<file path="src/include/lvdc_pkg.sv">
// Package for the low-voltage detector control block
package lvdc_pkg;
  // APB byte addresses (printed offsets are multiples of four? 0xFF51 is not: indices kept)
  localparam logic [15:0] LVDC_IDX_CONTROL = 16'hFF50;
  localparam logic [15:0] LVDC_IDX_LEVEL = 16'hFF51;
  localparam logic [17:0] LVDC_ADDR_CONTROL = {LVDC_IDX_CONTROL, 2'b00};
  localparam logic [17:0] LVDC_ADDR_LEVEL = {LVDC_IDX_LEVEL, 2'b00};
  localparam int LVDC_ADDR_W = 18;
  // Control register fields
  localparam int LVDC_BIT_ENABLE = 7;
  localparam int LVDC_BIT_RESET_MODE = 1;
  localparam int LVDC_BIT_FLAG = 0;
  localparam logic [7:0] LVDC_CONTROL_RESET = 8'h00;
  localparam logic [7:0] LVDC_LEVEL_RESET = 8'h00;
  localparam logic [3:0] LVDC_LEVEL_MAX = 4'h9;
  localparam logic [31:0] LVDC_RDATA_UNMAPPED = 32'h0000_0000;

  typedef struct packed {
    logic enable;
    logic reset_mode;
  } lvdc_ctrl_type;
endpackage : lvdc_pkg

</file>
<file path="src/rtl/lvdc_ctrl.sv">
// Low-voltage detector control: registers, synchroniser, interrupt and reset requests
// Function
// Level-select register clears to zero on every reset.
// Software writes level-select only as whole bytes.
// Low four level bits select ten thresholds; codes ten to fifteen forbidden.
// Software writes zero to upper four level bits.
// Reset mode asserts internal reset while supply below threshold.
// Interrupt mode raises interrupt while supply below threshold.
// Control bits: enable bit 7, reset mode bit 1, flag bit 0.
// Software waits 0.2 ms after enable before trusting flag.
// Reset-mode start sequence: mask, level, enable, wait, poll, set mode.
// Unmasked interrupt may fire right after enable is set.
// Setting reset mode with supply above threshold gives no reset.
// Stop reset mode by writing zero, or clear mode then enable.
// Interrupt-mode start: first five steps, clear pending, unmask, enable.
// Stop interrupt mode by writing zero or clearing enable.
// Service routine confirms supply, clears pending flag, re-enables interrupts.
// After detector reset software waits out supply fluctuation.
// Detector reset sets the reset-cause flag, bit 0 of cause register.
// Flag drives interrupt only with enable one and reset mode zero.
// Enable and mode cleared by every reset except detector reset.
// Flag reads zero when disabled, else reflects comparison.
// Comparator output passes two-stage synchroniser before use.
`timescale 1ns/1ps
`default_nettype none
module lvdc_ctrl
  import lvdc_pkg::*;
(
  input wire logic pclk,
  input wire logic presetn,
  input wire logic psel,
  input wire logic penable,
  input wire logic pwrite,
  input wire logic [31:0] paddr,
  input wire logic [31:0] pwdata,
  input wire logic [3:0] pstrb,
  output logic [31:0] prdata,
  output logic pready,
  output logic pslverr,
  // High when the analog comparator sees supply below threshold
  input wire logic supply_below_async,
  // Set when the current reset came from this detector
  input wire logic low_supply_reset_cause,
  output logic [3:0] level_code,
  output logic comparator_enable,
  output logic low_supply_irq,
  output logic low_supply_reset_req
);

  lvdc_ctrl_type ctrl_q;
  logic [7:0] level_q;
  logic sync1_q;
  logic sync2_q;
  logic below_threshold_flag;
  logic acc_wr;
  logic acc_rd;
  logic hit_control;
  logic hit_level;
  logic [31:0] rdata_q;

  assign hit_control = (paddr[LVDC_ADDR_W-1:0] == LVDC_ADDR_CONTROL) && (paddr[31:LVDC_ADDR_W] == '0);
  assign hit_level = (paddr[LVDC_ADDR_W-1:0] == LVDC_ADDR_LEVEL) && (paddr[31:LVDC_ADDR_W] == '0);
  assign acc_wr = psel && penable && pwrite && pstrb[0];
  assign acc_rd = psel && !penable && !pwrite;

  // Zero-wait slave; unmapped addresses answer with an error
  assign pready = 1'b1;
  assign pslverr = psel && penable && !(hit_control || hit_level);
  assign prdata = rdata_q;

  // Only the second stage is read
  always_ff @(posedge pclk or negedge presetn) begin
    if (!presetn) begin
      sync1_q <= 1'b0;
      sync2_q <= 1'b0;
    end else begin
      sync1_q <= supply_below_async;
      sync2_q <= sync1_q;
    end
  end

  assign below_threshold_flag = ctrl_q.enable && sync2_q;

  // Level register: always cleared, any reset source
  always_ff @(posedge pclk or negedge presetn) begin
    if (!presetn) begin
      level_q <= LVDC_LEVEL_RESET;
    end else if (acc_wr && hit_level) begin
      // Upper nibble kept at zero; codes above nine are refused
      if (pwdata[3:0] <= LVDC_LEVEL_MAX) begin
        level_q <= {4'h0, pwdata[3:0]};
      end
    end
  end

  // Control bits survive a detector-caused reset
  // Synchronous clear: an async clear could not spare them; needs pclk running in reset
  always_ff @(posedge pclk) begin
    if (!presetn) begin
      if (!low_supply_reset_cause) begin
        ctrl_q <= '0;
      end
    end else if (acc_wr && hit_control) begin
      ctrl_q.enable <= pwdata[LVDC_BIT_ENABLE];
      ctrl_q.reset_mode <= pwdata[LVDC_BIT_RESET_MODE];
    end
  end

  always_ff @(posedge pclk or negedge presetn) begin
    if (!presetn) begin
      rdata_q <= LVDC_RDATA_UNMAPPED;
    end else if (acc_rd) begin
      if (hit_control) begin
        rdata_q <= {24'h0, ctrl_q.enable, 5'h00, ctrl_q.reset_mode, below_threshold_flag};
      end else if (hit_level) begin
        rdata_q <= {24'h0, level_q};
      end else begin
        rdata_q <= LVDC_RDATA_UNMAPPED;
      end
    end
  end

  assign level_code = level_q[3:0];
  assign comparator_enable = ctrl_q.enable;
  // Request lines are levels that follow the synchronised flag
  assign low_supply_irq = below_threshold_flag && !ctrl_q.reset_mode;
  assign low_supply_reset_req = below_threshold_flag && ctrl_q.reset_mode;

endmodule : lvdc_ctrl
`default_nettype wire

</file>
<file path="config.mk">
export PLATFORM = sky130hd
export DESIGN_NAME = lvdc_ctrl
export DESIGN_NICKNAME = d
export VERILOG_FILES = /design/src/include/lvdc_pkg.sv /design/src/rtl/lvdc_ctrl.sv
export SDC_FILE = /design/constraint.sdc
export NUM_CORES = 1
export LEC_CHECK = 0
export BUFFER_PORTS_ARGS = -buffer_cell sky130_fd_sc_hd__buf_2
export CELL_PAD_IN_SITES_DETAIL_PLACEMENT = 0
export CELL_PAD_IN_SITES_GLOBAL_PLACEMENT = 1
export CORE_MARGIN = 2
export CORE_UTILIZATION = 19
export CTS_CLUSTER_SIZE = 14
export DETAILED_ROUTE_END_ITERATION = 6
export PLACE_DENSITY = 0.8
export SYNTH_ARGS = -nofsm -noshare
export SYNTH_HDL_FRONTEND = slang
export SYNTH_SLANG_ARGS = --single-unit
</file>
<file path="constraint.sdc">
create_clock -name pclk -period 1.7 [get_ports pclk]
set_input_delay 0.17 -clock pclk [delete_from_list [all_inputs] [get_ports pclk]]
set_output_delay 0.17 -clock pclk [all_outputs]
set_load 0.005 [all_outputs]
</file>
Word-level counts from Yosys, hierarchy flattened
Cells that the tools add are included.
{ "classes": {"n_eq_ne": 4, "n_mux": 5, "order_cmp": 1, "reduce_logical": 21} }
{ "ops": {"columns": ["operator", "count"], "rows": [
  ["$eq 18x18->1 const B", 2],
  ["$mux 32", 1],
  ["$logic_not 14->1", 1],
  ["$logic_and 1x1->1", 13],
  ["$mux 2", 3],
  ["$le 4x4->1 const B", 1],
  ["$logic_not 1->1", 4],
  ["$mux 4", 1],
  ["$reduce_and 2->1", 2],
  ["$ne 2x1->1 const B", 1],
  ["$ne 2x2->1 const B", 1],
  ["$logic_or 1x1->1", 1]
]} }
{ "totals": {"register_bits": 40} }

Longest topological paths before layout
Gate-level depths: netlist (run 1).
{ "logic_depth": {"depth_word": 6, "mapped_depth": 5} }

Worst setup path after synthesis (run 1)
Ideal clock, no wire load.
{ "synth_timing": {"kind": "input-to-reg", "startpoint": "input paddr[1]", "endpoint": "register ctrl_q (netlist bit comparator_enable) (enable)", "t_required_ps": 1374, "t_arrival_ps": 1288, "path_buffers": 1, "setup_ps": 326, "setup_slack_ps": 85, "stages": 5, "cell_sequence": "nor4b_1 -> nand4_1 -> or2_1 -> buf_2 -> o32ai_2"} }
{ "synth_via": {"elab_chain_len": 5} }
{ "synth_lines": {"columns": ["item", "line_no", "source"], "rows": [
  ["from (decl)", "lvdc_ctrl.sv:34", "input wire logic [31:0] paddr,"],
  ["$eq 18x18->1", "lvdc_ctrl.sv:61", "assign hit_control = (paddr[LVDC_ADDR_W-1:0] == LVDC_ADDR_CONTROL) && (paddr[31:LVDC_ADDR_W] == '0);"],
  ["$logic_and 1x1->1", "lvdc_ctrl.sv:61", null],
  ["$logic_and 1x1->1", "lvdc_ctrl.sv:103", "end else if (acc_wr && hit_control) begin"],
  ["$ne 2x1->1 (no source line)", null, null],
  ["$reduce_and 2->1 (no source line)", null, null],
  ["to (decl)", "lvdc_ctrl.sv:50", "lvdc_ctrl_type ctrl_q;"]
]} }
Every way passes these cells.
A chain may end at the register's enable or synchronous reset.

Worst setup path in the final report (run 1)
{ "layout_timing": {"startpoint": "input paddr[1]", "endpoint": "output pslverr"} }
{ "layout_via": {"elab_chain_len": 5, "elab_cells_between_ends": 7, "classes_between": "eq/ne: 2; reduce/logical: 5"} }
{ "layout_lines": {"columns": ["item", "line_no", "source"], "rows": [
  ["$eq 18x18->1, on equally long branches", "lvdc_ctrl.sv:61, lvdc_ctrl.sv:62", null],
  ["$logic_and 1x1->1, on equally long branches", "lvdc_ctrl.sv:61, lvdc_ctrl.sv:62", null],
  ["$logic_or 1x1->1 *", "lvdc_ctrl.sv:68", "assign pslverr = psel && penable && !(hit_control || hit_level);"],
  ["$logic_not 1->1 *", "lvdc_ctrl.sv:68", null],
  ["$logic_and 1x1->1 *", "lvdc_ctrl.sv:68", null],
  ["to (decl)", "lvdc_ctrl.sv:39", "output logic pslverr,"]
]} }
Mark *: on every way between the ends. The rest lies on a longest branch, timed or not.

==> results of run 1 <==
[per-layer routing]
metal,vias to the layer above,GRT usage,wire length (um)
met5,-,0,0
met4,0,0.0377,24
met3,4,0.0167,172
met2,44,0.138,1070
met1,351,0.0784,722
li1,387,-,-
[area by class of cell]
class / instances / area, um^2
fillers: 491 / 3200
repair buffers: 62 / 325
multi-input cells: 73 / 440
inverters: 1 / 3.75
well taps: 52 / 65.1
clock buffers: 4 / 45.0
flip-flops and latches: 13 / 335
[what timing repair did]
action,in CTS,in global routing
setup buffers,1,0
endpoints found under the setup margin,1,1
resized for setup,1,2
pin swaps,1,1
endpoints found under the hold margin,11,0
hold buffers,1,0
[report_power, final]
part	internal, uW	total, uW	leakage, uW	switching, uW
registers	323	326	0.000167	3.17
logic	52.7	106	0.000459	52.9
clock network	166	277	0.0000228	111
[stage by stage]
step           TNS (ns)  hold WS [ns]  instance area [um^2]  setup slack, ns
2_1_floorplan         0        -0.126                   983           0.0853
3_3_place_gp     -0.751        0.0711                  1140           -0.146
3_5_place_dp     -0.891        0.0773                  1140           -0.149
4_1_cts               0        0.0256                  1210           0.0545
5_1_grt               0        0.0229                  1210          0.00113
6_report              0        0.0307                  1210           0.0903
[cells in the final DEF, fill, tap and decap left out, drive strengths merged]
| cell type | netlist | layout |
|---|---|---|
| nor4 | 3 | 3 |
| a21oi | 1 | 1 |
| and4 | 2 | 2 |
| clkbuf | 1 | 4 |
| nand2 | 11 | 11 |
| and3 | 2 | 2 |
| nand4 | 2 | 2 |
| nor4b | 3 | 3 |
| edfxtp | 2 | 2 |
| and2 | 2 | 2 |
| mux2i | 1 | 1 |
| dfrtp | 11 | 11 |
| nor3 | 1 | 1 |
| or2 | 1 | 1 |
| o21ai | 1 | 1 |
| nor3b | 1 | 1 |
| dlygate4sd3 | 0 | 1 |
| o31ai | 5 | 5 |
| nor2 | 2 | 2 |
| o32ai | 1 | 1 |
| conb | 2 | 28 |
| or3b | 1 | 1 |
| mux2 | 4 | 4 |
| buf | 29 | 61 |
| inv | 1 | 1 |
| and4b | 1 | 1 |
[kinds of logic after synthesis]
kind of cell | count (synthesis) | synth area share
DFF | 13 | 0.379
other | 2 | 0.00848
buffers and inverters | 31 | 0.251
and+or+nand+nor | 32 | 0.227
AOI/OAI and AO/OA | 8 | 0.0720
muxes | 5 | 0.0621
[state kept, by name, summed over array words and instances (netlist names)]
register / flops
prdata: 5
level_q: 4
comparator_enable: 1
ctrl_q: 1
sync1_q: 1
sync2_q: 1
[path summary, 6_finish.rpt]
kind | start | endpoint | slack [ns] | depth (start not counted)
worst max-delay path | paddr[1] | pslverr | 0.09 | 7
worst min-delay path | supply_below_async | sync1_q | 0.03 | 1
max in group asynchronous | presetn | level_q[3] | 1.12 | 2
min in group asynchronous | presetn | prdata[0] | 0.35 | 2
worst max register to register | comparator_enable | prdata[0] | 0.82 | 4
worst min register to register | sync1_q | sync2_q | 0.35 | 0
==> reports/results.txt, run 1 <==
Largest cells by area after synthesis = dfrtp_1 31%, buf_4 24%, edfxtp_1 6.8%
Vias in the first global route = 734
Pwr Density = 583 mW/mm^2
WP data required = 1.53 ns
Final wirelength = 1990 um
Initial Util = 0.201
Diodes inserted = 0
FP Rows = 24
Area grow syn2layout = 37.1%
Fmax = 621 MHz
Seq/Total Area, Yosys = 0.379
Primary FF master, synth = dfrtp_1
H-tree levels = 1
Async S/R FF share, synth = 0.846
Worst path cell trace = buf_2 -> nor4b_2 -> nand4_1 -> or2_4 -> buf_4 -> and3_1 -> buf_2
Kind of critical path = primary input to output pin
Post-synth design cell area = 886 um^2
Min-delay worst type = primary input to flip-flop
Clock Tree Root = clkbuf_8
Layout Utilization = 0.275
Yosys reg bits = 13
I/O Pins = 116
RSZ-0062 raised after global routing = no
Clk Latency, worst-skew pair = 0.24 ns
Layout Cells excl Fill = 205
First-pass GRT wire length = 3050 um
CTS tree = yes
Final Wtd Congestion = 0.666
Final Max Tran Viols = 0
CP peak stage delay = 0.30 ns
Crit path time final = 1.61 ns
Final Setup Violations = 0
Number of synthesized flops with an enable pin = 2
Final nets = 229
Buffers and inverters on the worst path = 3
Drt first-iter violations = 3
Crit-path max FO = 3
Die area = 0.00522 mm^2
Peak VDD IR = 181 uV
Clock Sinks = 13
Synth cell types = 27
Crit. End Element = output pin
Clock Pin Slew Worst Setup and Hold Paths = 0.06 ns
Post-route DRC = 0
Via count = 786
Most instantiated cells after synthesis = 28 x buf_4, 11 x dfrtp_1, 11 x nand2_1
Tot GR Track Use = 0.0745
Gate Count Post-Synth = 91
Drt via density = 3.83
Post-DP HPWL = 1770 um
Synth Warn # = 0
Core Region = 0.00441 mm^2
Syn Area/Cell = 9.73 um^2
Initial antenna violation count = 0
Antenna Nets Post-Route = 0
Critical-path top delay cell = or2_4
Die Span X = 72.3 um
Die height = 72.3 um
Largest net degree at the start of global routing = 16
GRT overflow = 0
Max Root-Sink Buffers = 2
Ratio of cells with drive above 1 in the final layout = 0.484
Inserted Clock Buffers = 3
Fin crit share = 0.947
I/O Buffers = 57
Outcome = finished, final reports clean
Power, Total = 708 uW
Layout Skew = 0.00187 ns
Cells after DPL = 199
Hold Fails Final Rpt = 0
Most numerous cell on the critical path = buf_2
Yosys top cell by area = dfrtp_1
Critical Path Start Type = primary input
TritonRoute pass-1 iters = 2
Worst EP arrival = 1.44 ns
Max Cap Viol = 0
Leak pwr = 0.000648 uW
Family with the most delay on the worst path = simple AND/OR/NAND/NOR gates
Share of the synthesized area in the top cell type = 0.311
WL/cell = 9.70 um
Most common cell in the netlist = buf_4
Note: power is estimated with default switching activity, not from simulation.
==> inputs of run 2 (changes only) <==
==> constraint.sdc (replaced) <==
create_clock -name pclk -period 1.7 [get_ports pclk]
set_input_delay 0.17 -clock pclk [delete_from_list [all_inputs] [get_ports pclk]]
set_output_delay 0.17 -clock pclk [all_outputs]
set_load 0.01 [all_outputs]
==> run 2 against run 1 <==
Compared with the run above:
- via count is the same
- critical endpoint unchanged
- cell count unchanged
- worst setup slack got worse by 0.00090 ns
- largest cell class unchanged
- sequential cell count did not move
- highest routed layer unchanged
- sequential power barely moved
- critical path depth unchanged
- non-clock buffer count stayed put
- first-iteration DRC count did not move
- hold slack unchanged
- sequential share of layout area decreased by 0.34 points
- combinational power grew 18%
==> reports/results.txt, run 2 (same netlist as run 1, synthesis figures left out) <==
Commonest non-fill, non-tap cell in the layout = buf_2
GR Layer Usage met2 = 0.138
Drt via density = 3.83
Setup WS post-layout = 0.0894 ns
Largest net degree at the start of global routing = 16
Inserted Clock Buffers = 3
CTS tree = yes
Core Region = 0.00441 mm^2
I/O Pins = 116
# fillers = 488
Post-route DRC = 0
Final Wtd Congestion = 0.666
Crit path time final = 1.61 ns
Critical Path Start Type = primary input
Initial antenna violation count = 0
Commonest non-fill, non-tap cells in the layout = 57 x buf_2, 28 x conb_1, 11 x nand2_1, 11 x dfrtp_1, 5 x o31ai_1
Antenna Nets Post-Route = 0
Place WS = -0.149 ns
Vias in the first global route = 734
Cells after DPL = 199
Power, Total = 727 uW
Die area = 0.00522 mm^2
Outcome = finished, final reports clean
Initial Util = 0.201
Post-DP HPWL = 1770 um
Peak VDD IR = 182 uV
Most numerous cell on the critical path = buf_2
Layout Utilization = 0.279
Die Span X = 72.3 um
Area of the multi-input gates = 455 um^2
Tot GR Track Use = 0.0745
GRT overflow = 0
Area grow syn2layout = 38.8%
Critical-path top delay cell = or2_4
Min-delay worst type = primary input to flip-flop
TritonRoute pass-1 iters = 2
Drt first-iter violations = 3
Pwr Density = 591 mW/mm^2
Met3 Resource Use GR = 0.0167
WP data required = 1.53 ns
Via count = 786
RSZ-0062 raised after global routing = no
Max Cap Viol = 0
Diodes inserted = 0
FP Rows = 24
Clock Tree Root = clkbuf_8
First-pass GRT wire length = 3050 um
Worst path cell trace = buf_2 -> nor4b_4 -> nand4_1 -> or2_4 -> buf_4 -> and3_1 -> buf_2
Die height = 72.3 um
Hold_ws = 0.0307 ns
Layout Skew = 0.00187 ns
Sequential cell area = 335 um^2
Worst EP arrival = 1.44 ns
Crit. End Element = output pin
WL/cell = 9.75 um
Hold Fails Final Rpt = 0
I/O Buffers = 57
Final Max Tran Viols = 0
Fmax = 621 MHz
Leak pwr = 0.000655 uW
Family with the most delay on the worst path = simple AND/OR/NAND/NOR gates
Busiest layer in global routing = met2
Clock Pin Slew Worst Setup and Hold Paths = 0.06 ns
Crit-path max FO = 3
Number of flip-flops in the largest register = 5
CP peak stage delay = 0.30 ns
Clk Latency, worst-skew pair = 0.24 ns
Final Setup Violations = 0
Final wirelength = 2000 um
Final nets = 229
Fin crit share = 0.947
H-tree levels = 1
Met1 Usage GRT = 0.0784
Max Root-Sink Buffers = 2
Ratio of cells with drive above 1 in the final layout = 0.490
Layout Cells excl Fill = 205
Clock Sinks = 13
Kind of critical path = primary input to output pin
Buffers and inverters on the worst path = 3
[run 2: cell types whose count changed in the layout (fill, tap and decap cells not counted)]
cell / delta
nor4b_4: +1
nor4b_1: -1
[run 2: worst paths after layout]
| kind | from | end | slack (ns) | depth (start not counted) |
|---|---|---|---|---|
| setup / recovery | paddr[1] | pslverr | 0.09 | 7 |
| hold / removal | supply_below_async | sync1_q | 0.03 | 1 |
| setup reg to reg | comparator_enable | prdata[0] | 0.82 | 4 |
| hold reg to reg | sync1_q | sync2_q | 0.35 | 0 |
| max in group asynchronous | presetn | level_q[3] | 1.12 | 2 |
| min in group asynchronous | presetn | prdata[0] | 0.35 | 2 |
[run 2: layer usage]
| metal | share of wire | vias up |
|---|---|---|
| met5 | 0 | - |
| met4 | 0.012 | 0 |
| met3 | 0.086 | 4 |
| met2 | 0.54 | 44 |
| met1 | 0.37 | 351 |
| li1 | - | 387 |
[run 2: layout make-up]
cell class,count,share of cell area
clock buffers,4,0.0366
inverters,1,0.00305
multi-input cells,73,0.370
flip-flops and latches,13,0.273
well taps,52,0.0529
repair buffers,62,0.264
[run 2: power by group]
part	internal, uW	switching [uW]
Sequential	323	3.17
Combinational	54.2	70.3
Clock	166	111
[run 2: repair_timing]
item / 4_1_cts / 5_1_grt
resized for setup: 1 / 4
hold buffers: 1 / 0
setup endpoints to repair: 1 / 1
setup buffers: 1 / 0
pin swaps: 1 / 1
hold endpoints to repair: 11 / 0
[run 2: per-stage QoR]
| step | area, um^2 | TNS, ns |
|---|---|---|
| global placement | 1140 | -0.763 |
| finish | 1230 | 0 |
| floorplan | 983 | 0 |
| CTS | 1210 | 0 |
| detailed placement | 1140 | -0.904 |
| global route | 1230 | 0 |
